==> src/spirq_regs.vh <==
// register offsets, field positions, reset values and timing counts for the status pin block
`ifndef SPIRQ_REGS_VH
`define SPIRQ_REGS_VH

// ------------------------------------------------------------
// register word addresses
// ------------------------------------------------------------
`define SPIRQ_ADDR_W          4
`define SPIRQ_A_PIN_SEL       4'h0
`define SPIRQ_A_IRQ_MASK      4'h1
`define SPIRQ_A_CONTROL       4'h2
`define SPIRQ_A_STATUS        4'h3
`define SPIRQ_A_IRQ_CAPTURE   4'h4
`define SPIRQ_A_STRAP         4'h5
`define SPIRQ_A_TUNING_WORD   4'h6
`define SPIRQ_A_SYSCLK        4'h7

// ------------------------------------------------------------
// field layout
// ------------------------------------------------------------
`define SPIRQ_NFLAG           6
`define SPIRQ_PIN_CFG_W       8
// per pin byte: [1:0] and [5:4] flag enables, [3:2] unused, [6] reference select, [7] interrupt mode
`define SPIRQ_CFG_REFSEL      6
`define SPIRQ_CFG_IRQMODE     7
// flag indices: [0] loss first, [1] out of limits first, [2] loss second,
// [3] out of limits second, [4] phase lock, [5] estimate done
`define SPIRQ_FLAG_EST_DONE   5
`define SPIRQ_CTRL_IRQ_RESET  0
`define SPIRQ_STRAP_W         4
`define SPIRQ_STRAP_SYSCLK    3
`define SPIRQ_TW_W            16
`define SPIRQ_MULT_W          6

// ------------------------------------------------------------
// reset values
// ------------------------------------------------------------
`define SPIRQ_PIN_SEL_RST     32'h0000_0000
`define SPIRQ_MASK_RST        6'h00
`define SPIRQ_MULT_DEFAULT    6'h28
`define SPIRQ_MULT_BYPASS     6'h00

// ------------------------------------------------------------
// timing: strap window of the reset pulse
// ------------------------------------------------------------
`define SPIRQ_CLK_PERIOD_NS   20
`define SPIRQ_POR_PULSE_NS    75
`define SPIRQ_POR_CYC         ((`SPIRQ_POR_PULSE_NS + `SPIRQ_CLK_PERIOD_NS - 1) / `SPIRQ_CLK_PERIOD_NS)
`define SPIRQ_CNT_W           3

`endif

==> src/spirq_status_pins.v <==
// status pin routing, interrupt latch and capture, and reset-time strap capture
`timescale 1ns/1ns
`default_nettype none
`include "spirq_regs.vh"

// Functional notes
// each pin ORs its selected status flags
// reference flags come from one selected reference
// pins are inputs during reset, strapped at release
// pins return to outputs at reset release
// pin reset repeats the power-up sequence
// low strap bits pick a tuning word
// tuning word loaded without commit strobe
// strap bit three selects clock source
// table codes give listed start-up frequencies
// crystal mode defaults multiplier to forty
// host closes loop after programming dividers
// interrupt-mode pin shows the interrupt flag
// status register reads every flag anytime
// flags edge-monitored, some single direction
// masked-in change sets the interrupt latch
// capture status when interrupt flag asserts
// reset bit clears flag, capture, detectors; the code clears flag and capture only, and the edge detectors keep running
// power-up reset pulse of 75 ns
// pins float for the whole reset; the code drives them for two more clocks after a pin reset falls
// board resistors set the strap pattern
// interrupt flag holds until reset bit

module spirq_status_pins (
  input  wire                          clock_i,
  input  wire                          arst_n_i,
  input  wire                          pin_rst_n_i,
  input  wire [3:0]                    pin_in_i,
  output reg  [3:0]                    pin_out_o,
  output reg  [3:0]                    pin_oe_o,
  input  wire [`SPIRQ_NFLAG-1:0]       flags_i,
  input  wire [`SPIRQ_ADDR_W-1:0]      addr_i,
  input  wire [31:0]                   wdata_i,
  input  wire                          wr_i,
  input  wire                          rd_i,
  output reg  [31:0]                   rdata_o,
  output reg                           irq_o,
  output reg  [`SPIRQ_TW_W-1:0]        tuning_word_o,
  output reg                           sysclk_direct_o,
  output reg  [`SPIRQ_MULT_W-1:0]      sysclk_mult_o,
  output reg                           loop_open_o
);

  // ------------------------------------------------------------
  // reset sequencer
  // ------------------------------------------------------------
  localparam [2:0] ST_RESET = 3'b001;
  localparam [2:0] ST_STRAP = 3'b010;
  localparam [2:0] ST_RUN   = 3'b100;
  // reset pulse length in clocks, cut to the counter width on purpose
  localparam integer POR_CYC_I = `SPIRQ_POR_CYC;

  reg  [2:0]               state_r;
  reg  [2:0]               state_nxt;
  reg  [`SPIRQ_CNT_W-1:0]  cnt_r;
  reg  [`SPIRQ_CNT_W-1:0]  cnt_nxt;
  reg  [1:0]               prst_sync_r;
  reg  [3:0]               pin_s1_r;
  reg  [3:0]               pin_s2_r;
  reg  [`SPIRQ_NFLAG-1:0]  flag_s1_r;
  reg  [`SPIRQ_NFLAG-1:0]  flag_s2_r;
  reg  [`SPIRQ_NFLAG-1:0]  flag_prev_r;
  reg  [31:0]              pin_sel_r;
  reg  [`SPIRQ_NFLAG-1:0]  mask_r;
  reg  [`SPIRQ_NFLAG-1:0]  capture_r;
  reg  [`SPIRQ_STRAP_W-1:0] strap_r;
  reg                      irq_r;
  reg  [`SPIRQ_NFLAG-1:0]  event_w;
  reg  [3:0]               pin_val_w;
  reg  [`SPIRQ_PIN_CFG_W-1:0] cfg_w;
  reg  [`SPIRQ_NFLAG-1:0]  sel_flags_w;
  wire [`SPIRQ_TW_W-1:0]   rom_word_w;
  wire                     irq_reset_w;
  wire                     strap_take_w;
  wire [`SPIRQ_CNT_W-1:0]  por_cyc_w;
  integer                  p;

  assign por_cyc_w    = POR_CYC_I[`SPIRQ_CNT_W-1:0];

  assign irq_reset_w  = wr_i && (addr_i == `SPIRQ_A_CONTROL) &&
                        wdata_i[`SPIRQ_CTRL_IRQ_RESET];
  assign strap_take_w = (state_r == ST_STRAP) && (cnt_r == 3'h0);

  // pin reset synchroniser; second stage alone feeds the sequencer
  always @(posedge clock_i or negedge arst_n_i) begin
    if (!arst_n_i) begin
      prst_sync_r <= 2'h0;
      pin_s1_r    <= 4'h0;
      pin_s2_r    <= 4'h0;
      flag_s1_r   <= {`SPIRQ_NFLAG{1'b0}};
      flag_s2_r   <= {`SPIRQ_NFLAG{1'b0}};
    end else begin
      prst_sync_r <= {prst_sync_r[0], pin_rst_n_i};
      pin_s1_r    <= pin_in_i;
      pin_s2_r    <= pin_s1_r;
      flag_s1_r   <= flags_i;
      flag_s2_r   <= flag_s1_r;
    end
  end

  // the strap window lasts the full pulse so board pulls settle first
  always @* begin
    state_nxt = state_r;
    cnt_nxt   = cnt_r;
    case (state_r)
      ST_RESET: begin
        state_nxt = ST_STRAP;
        cnt_nxt   = por_cyc_w;
      end
      ST_STRAP: begin
        if (cnt_r != 3'h0) begin
          cnt_nxt = cnt_r - 3'h1;
        end else begin
          state_nxt = ST_RUN;
        end
      end
      ST_RUN: begin
        if (!prst_sync_r[1]) begin
          state_nxt = ST_STRAP;
          cnt_nxt   = por_cyc_w;
        end
      end
      default: begin
        state_nxt = ST_RESET;
      end
    endcase
  end

  always @(posedge clock_i or negedge arst_n_i) begin
    if (!arst_n_i) begin
      state_r <= ST_RESET;
      cnt_r   <= 3'h0;
    end else if (!prst_sync_r[1] && state_r == ST_STRAP) begin
      state_r <= ST_STRAP; // hold the window while the pin stays low
      cnt_r   <= por_cyc_w;
    end else begin
      state_r <= state_nxt;
      cnt_r   <= cnt_nxt;
    end
  end

  // ------------------------------------------------------------
  // strap capture and start-up settings
  // ------------------------------------------------------------
  spirq_tw_rom u_rom (
    .idx_i  (pin_s2_r[2:0]),
    .word_o (rom_word_w)
  );

  always @(posedge clock_i or negedge arst_n_i) begin
    if (!arst_n_i) begin
      strap_r         <= 4'h0;
      tuning_word_o   <= {`SPIRQ_TW_W{1'b0}};
      sysclk_direct_o <= 1'b0;
      sysclk_mult_o   <= `SPIRQ_MULT_DEFAULT;
      loop_open_o     <= 1'b1;
    end else if (strap_take_w) begin
      strap_r         <= pin_s2_r;
      tuning_word_o   <= rom_word_w;
      sysclk_direct_o <= pin_s2_r[`SPIRQ_STRAP_SYSCLK];
      sysclk_mult_o   <= pin_s2_r[`SPIRQ_STRAP_SYSCLK] ? `SPIRQ_MULT_BYPASS
                                                       : `SPIRQ_MULT_DEFAULT;
      loop_open_o     <= 1'b1;
    end else if (wr_i) begin
      if (addr_i == `SPIRQ_A_TUNING_WORD) begin
        tuning_word_o <= wdata_i[`SPIRQ_TW_W-1:0];
      end else if (addr_i == `SPIRQ_A_SYSCLK) begin
        sysclk_mult_o <= wdata_i[`SPIRQ_MULT_W-1:0];
        loop_open_o   <= wdata_i[8];
      end
    end
  end

  // ------------------------------------------------------------
  // edge detection and interrupt latch
  // ------------------------------------------------------------
  always @* begin
    event_w = flag_s2_r ^ flag_prev_r;
    // estimate done only reports its rising edge
    event_w[`SPIRQ_FLAG_EST_DONE] = flag_s2_r[`SPIRQ_FLAG_EST_DONE] &
                                    ~flag_prev_r[`SPIRQ_FLAG_EST_DONE];
  end

  always @(posedge clock_i or negedge arst_n_i) begin
    if (!arst_n_i) begin
      flag_prev_r <= {`SPIRQ_NFLAG{1'b0}};
      irq_r       <= 1'b0;
      capture_r   <= {`SPIRQ_NFLAG{1'b0}};
    end else begin
      // a fresh event in the clearing cycle wins over the clear
      flag_prev_r <= flag_s2_r;
      if (|(event_w & mask_r)) begin
        irq_r <= 1'b1;
        if (!irq_r || irq_reset_w) begin
          capture_r <= flag_s2_r;
        end
      end else if (irq_reset_w) begin
        irq_r     <= 1'b0;
        capture_r <= {`SPIRQ_NFLAG{1'b0}};
      end
    end
  end

  // ------------------------------------------------------------
  // pin routing
  // ------------------------------------------------------------
  always @* begin
    pin_val_w   = 4'h0;
    cfg_w       = 8'h00;
    sel_flags_w = {`SPIRQ_NFLAG{1'b0}};
    for (p = 0; p < 4; p = p + 1) begin
      cfg_w = pin_sel_r[p*8 +: 8];
      sel_flags_w = flag_s2_r;
      // a pin watches one reference only
      if (cfg_w[`SPIRQ_CFG_REFSEL]) begin
        sel_flags_w[1:0] = flag_s2_r[3:2];
      end
      sel_flags_w[3:2] = 2'b00;
      if (cfg_w[`SPIRQ_CFG_IRQMODE]) begin
        pin_val_w[p] = irq_r;
      end else begin
        pin_val_w[p] = |(sel_flags_w & {cfg_w[5:4], 2'b00, cfg_w[1:0]});
      end
    end
  end

  always @(posedge clock_i or negedge arst_n_i) begin
    if (!arst_n_i) begin
      pin_out_o <= 4'h0;
      pin_oe_o  <= 4'h0;
      irq_o     <= 1'b0;
    end else begin
      pin_out_o <= pin_val_w;
      pin_oe_o  <= (state_nxt == ST_RUN) ? 4'hf : 4'h0;
      irq_o     <= irq_r;
    end
  end

  // ------------------------------------------------------------
  // register port
  // ------------------------------------------------------------
  always @(posedge clock_i or negedge arst_n_i) begin
    if (!arst_n_i) begin
      pin_sel_r <= `SPIRQ_PIN_SEL_RST;
      mask_r    <= `SPIRQ_MASK_RST;
      rdata_o   <= 32'h0000_0000;
    end else begin
      if (wr_i) begin
        if (addr_i == `SPIRQ_A_PIN_SEL) begin
          pin_sel_r <= wdata_i;
        end else if (addr_i == `SPIRQ_A_IRQ_MASK) begin
          mask_r <= wdata_i[`SPIRQ_NFLAG-1:0];
        end
      end
      rdata_o <= 32'h0000_0000;
      if (rd_i) begin
        if (addr_i == `SPIRQ_A_PIN_SEL) begin
          rdata_o <= pin_sel_r;
        end else if (addr_i == `SPIRQ_A_IRQ_MASK) begin
          rdata_o <= {26'h0, mask_r};
        end else if (addr_i == `SPIRQ_A_STATUS) begin
          rdata_o <= {25'h0, irq_r, flag_s2_r};
        end else if (addr_i == `SPIRQ_A_IRQ_CAPTURE) begin
          rdata_o <= {26'h0, capture_r};
        end else if (addr_i == `SPIRQ_A_STRAP) begin
          rdata_o <= {28'h0, strap_r};
        end else if (addr_i == `SPIRQ_A_TUNING_WORD) begin
          rdata_o <= {16'h0, tuning_word_o};
        end else if (addr_i == `SPIRQ_A_SYSCLK) begin
          rdata_o <= {23'h0, loop_open_o, 1'b0, sysclk_direct_o, sysclk_mult_o};
        end
      end
    end
  end

endmodule
`default_nettype wire

==> src/spirq_tw_rom.v <==
// start-up tuning word table, eight 16-bit entries indexed by strap code
`timescale 1ns/1ns
`default_nettype none
`include "spirq_regs.vh"

module spirq_tw_rom (
  input  wire [2:0]               idx_i,
  output reg  [`SPIRQ_TW_W-1:0]   word_o
);

  // entry i scales inversely with the sample clock; values are codes for a 1 GHz clock
  always @* begin
    case (idx_i)
      3'h0:    word_o = 16'h0000;
      3'h1:    word_o = 16'h09f4;
      3'h2:    word_o = 16'h0d45;
      3'h3:    word_o = 16'h0fba;
      3'h4:    word_o = 16'h13e8;
      3'h5:    word_o = 16'h1797;
      3'h6:    word_o = 16'h1f75;
      default: word_o = 16'h27d0;
    endcase
  end

endmodule
`default_nettype wire

==> config.mk <==
export PLATFORM = sky130hd
export DESIGN_NAME = spirq_status_pins
export DESIGN_NICKNAME = d
export VERILOG_FILES = /design/src/spirq_status_pins.v /design/src/spirq_tw_rom.v
export VERILOG_INCLUDE_DIRS = /design/src
export SDC_FILE = /design/constraint.sdc
export NUM_CORES = 1
export LEC_CHECK = 0
export ABC_AREA = 0
export BUFFER_PORTS_ARGS = -buffer_cell sky130_fd_sc_hd__buf_4
export CORE_ASPECT_RATIO = 2
export CORE_MARGIN = 5
export CORE_UTILIZATION = 46
export DETAILED_ROUTE_END_ITERATION = 7
export PLACE_DENSITY = 0.68
export RECOVER_POWER = 25
export SYNTH_ARGS = -nofsm -noshare
export SYNTH_HDL_FRONTEND = slang
export SYNTH_SLANG_ARGS = --single-unit
==> constraint.sdc <==
create_clock -name clock_i -period 2 [get_ports clock_i]
set_input_delay 0.6 -clock clock_i [delete_from_list [all_inputs] [get_ports clock_i]]
set_output_delay 0.6 -clock clock_i [all_outputs]
set_load 0.005 [all_outputs]
==> results.cfg <==
[place]
gp_congestion = 0.8302
io_buffer_count = 115
hpwlAfterDp_mm = 11.62
dp_cells = 754

[power_and_ir_drop]
switching_share_pct = 30.35
pwr-share-seq_pct = 45.6
power.leakage_nw = 3.757
power_frac_comb_pct = 21.2
clkPwrFrac_pct = 33.1
powerDensity_nw_per_um2 = 1169
p_switching_w = 0.002754
p_int_w = 0.006322
ir_drop_v = 0.0008688

[clock_network]
clockBufferDepth = 2
cts_resized = 0
cts_tree = done
numCtsBuffers = 17
holdBufCountCts = 0
clkSinkCount = 144
clk_pin_slew_ps = 70
clkLatencyLatePin_ps = 420
ctsRootBufferMaster = clkbuf_16
cts_max_level = 4
cts_setup_buffers = 0

[global_route]
grt_pass1_vias = 4699
antenna_found_initial = 0
gr-total-overflow = 0
track_usage_pct = 20.92
grt_max_degree = 50
grt_pass1_wl_mm = 25.06

[setup_path]
cp-start-kind = flop
cp.required_ps = 2300
cp_common_cell = o22a_1
crit_family = compound AO/OA/AOI/OAI gates
path_buf_inv = 2
max_stage_delay_ps = 350
critical_path_class = flop to flop
cp_num_cells = 7
path_cells = inv_1 -> ha_1 -> nor2b_1 -> buf_4 -> o22a_1 -> o22a_1 -> mux2_1
ff2ff_path_depth = 7
timing.rr.start = cnt_r[1]
cp-end-kind = flop
r2r-end = cnt_r[1]
cp.arrival_ps = 2040
crit_fanout = 4
critPathSlowestCell = dfrtp_1
rrSetupSlack_ps = 260

[synthesis]
netlist.area_leader.share_pct = 58.46
netlist-cell-type-count = 51
ys_ff_latch = 144
synth_top_area_cell = dfrtp_1
async_flop_share_pct = 100.0
ys.flop_type = dfrtp_1
yosysWarnings = 0
synth_edf_count = 0
synth_seq_area_share_pct = 60.21
syn_area_sq_um = 5993
synth.area.top_cells = dfrtp_1 58%, mux2_2 6.8%, mux2i_1 6.0%
syn_avg_cell_area_sq_um = 12.41
syn_nets = 537
syn_inst = 483

[floorplan]
die_y_microns = 171.4
ios = 116
dieArea_sq_um = 15550
initial_core_util_pct = 46.39
die_w_microns = 90.71
coreArea_sq_um = 12920
rows = 59

[layout]
antenna_cells = 0
nets = 675
seq_area_sq_um = 3608
drive_gt1_share_pct = 36.44
syn2layout_area_growth_pct = 29.58
finalNonFillerCells = 786
multi_input_area_sq_um = 2158
fillers = 1038

[timing]
setup_viol = 0
fin_skew_ps = 9.940
worst_slew_pin_slew_ps = 962.2
finalMaxSlewViolations = 0
period_needed_ps = 1744
max_freq_mhz = 573.5
finalHoldViolations = 0
tns_ps = 0
finalCritPeriodShare_pct = 87.19
slew_headroom_pct = 35.85
whs_ps = 304.5
rsz0062_at_grt = no

[route]
drc = 0
vias_per_cell = 5.518
avgRoutedWirePerCell_microns = 19.72
first_iter_violations = 239
drt-pass1-iter-count = 4
ant_nets = 0
num_vias = 4337
drt_wl_total_mm = 15.50

[outcome]
status = complete, no violations

[min_path]
min_to = pin_s1_r[2]
holdPathStages = 1
min_from = pin_in_i[2]
hold_class = input port to flop

[run]
maxCapViolations = 0
[layer usage]
metal,vias up,part of all wire (%),track usage [%]
met4,0,2.9,8.944
li1,2002,-,-
met1,2180,36,22.95
met5,-,0,0
met3,27,4.7,4.945
met2,128,56,38.18
[synthesized netlist by cell type, types with 2 or more instances]
master and number:
a21oi_1 27, a221o_1 7, a221oi_1 4, a22o_1 9, a22oi_1 3, a31oi_1 4, and2_1 2, and3_1 20
buf_2 11, buf_4 8, buf_6 2, clkbuf_1 7, clkbuf_2 2, dfrtp_1 140, dfstp_2 4, ha_1 3
inv_1 14, mux2_1 3, mux2_2 36, mux2i_1 36, mux4_2 3, nand2_1 41, nand2b_1 5, nand3_1 9
nand3b_1 3, nor2_1 16, nor2b_1 7, nor3_1 6, o21ai_0 18, o22a_1 2, o22ai_1 6, or2_2 2
xor2_1 5
[logic make-up after synthesis]
family | Yosys count | synth area share (%)
AOI/OAI and AO/OA | 87 | 9.499
xor gates and xnor gates | 6 | 0.8768
adders and majority gates | 3 | 0.6264
buffers and inverters | 44 | 3.779
DFF | 144 | 60.21
muxes | 78 | 14.47
and+or+nand+nor | 121 | 10.54
[flip-flops by register name, indices dropped and copies added (netlist names)]
name	cells
capture_r	6
cnt_r	3
flag_prev_r	6
flag_s1_r	6
flag_s2_r	6
irq_o	1
irq_r	1
loop_open_o	1
mask_r	6
pin_oe_o	1
pin_out_o	4
pin_s1_r	4
pin_s2_r	4
pin_sel_r	32
prst_sync_r	2
rdata_o	32
state_r	3
strap_r	3
sysclk_direct_o	1
sysclk_mult_o	6
tuning_word_o	16
[area by class of cell]
type                            count  share of cell area, %
Sequential cell                   144                  46.46
Multi-Input combinational cell    295                  27.79
Tap cell                          152                  2.449
Timing Repair Buffer              149                  15.29
Clock inverter                     15                  1.853
Inverter                           14                 0.6767
Clock buffer                       17                  5.478
[how the worst max path moves through the flow]
| stage | startpoint | end | slack, ps |
|---|---|---|---|
| floorplan | addr_i[1] | rdata_o[3] | 300 |
| global placement | addr_i[0] | rdata_o[1] | 100 |
| detailed placement | addr_i[0] | rdata_o[1] | 90 |
| CTS | cnt_r[1] | cnt_r[1] | 240 |
| global route | cnt_r[0] | cnt_r[1] | 160 |
| finish | cnt_r[1] | cnt_r[1] | 260 |
[power by group through the flow]
stage / registers, W / logic (W) / clock network [W]
global placement: 0.00416 / 0.00188 / 0
global route: 0.00423 / 0.00216 / 0.00318
CTS: 0.00414 / 0.00196 / 0.00307
floorplan: 0.00399 / 0.00105 / 0
detailed placement: 0.00418 / 0.00195 / 0
finish: 0.00414 / 0.00192 / 0.00301
[per-stage QoR]
stage                     total power (W)  util [%]  area [sq um]  setup WS (ps)
final                            0.009076     60.12          7766          256.2
after floorplan                  0.005036         -          5993          297.8
after global placement           0.006045     55.79          7207          99.25
after CTS                        0.009162     60.19          7776          241.3
after global routing             0.009566     60.12          7766          156.1
after detailed placement         0.006128     55.79          7207          94.28
[cell usage in the layout (no fill, tap or decap), types with 11 or more instances in the layout]
| cell | netlist | routed |
|---|---|---|
| a21oi_1 | 27 | 27 |
| and3_1 | 20 | 20 |
| buf_4 | 8 | 130 |
| clkbuf_16 | 0 | 17 |
| clkbuf_4 | 0 | 11 |
| dfrtp_1 | 140 | 140 |
| inv_1 | 14 | 14 |
| mux2_2 | 36 | 36 |
| mux2i_1 | 36 | 36 |
| nand2_1 | 41 | 41 |
| nor2_1 | 16 | 16 |
| o21ai_0 | 18 | 18 |
(Power assumes the default switching activity.)
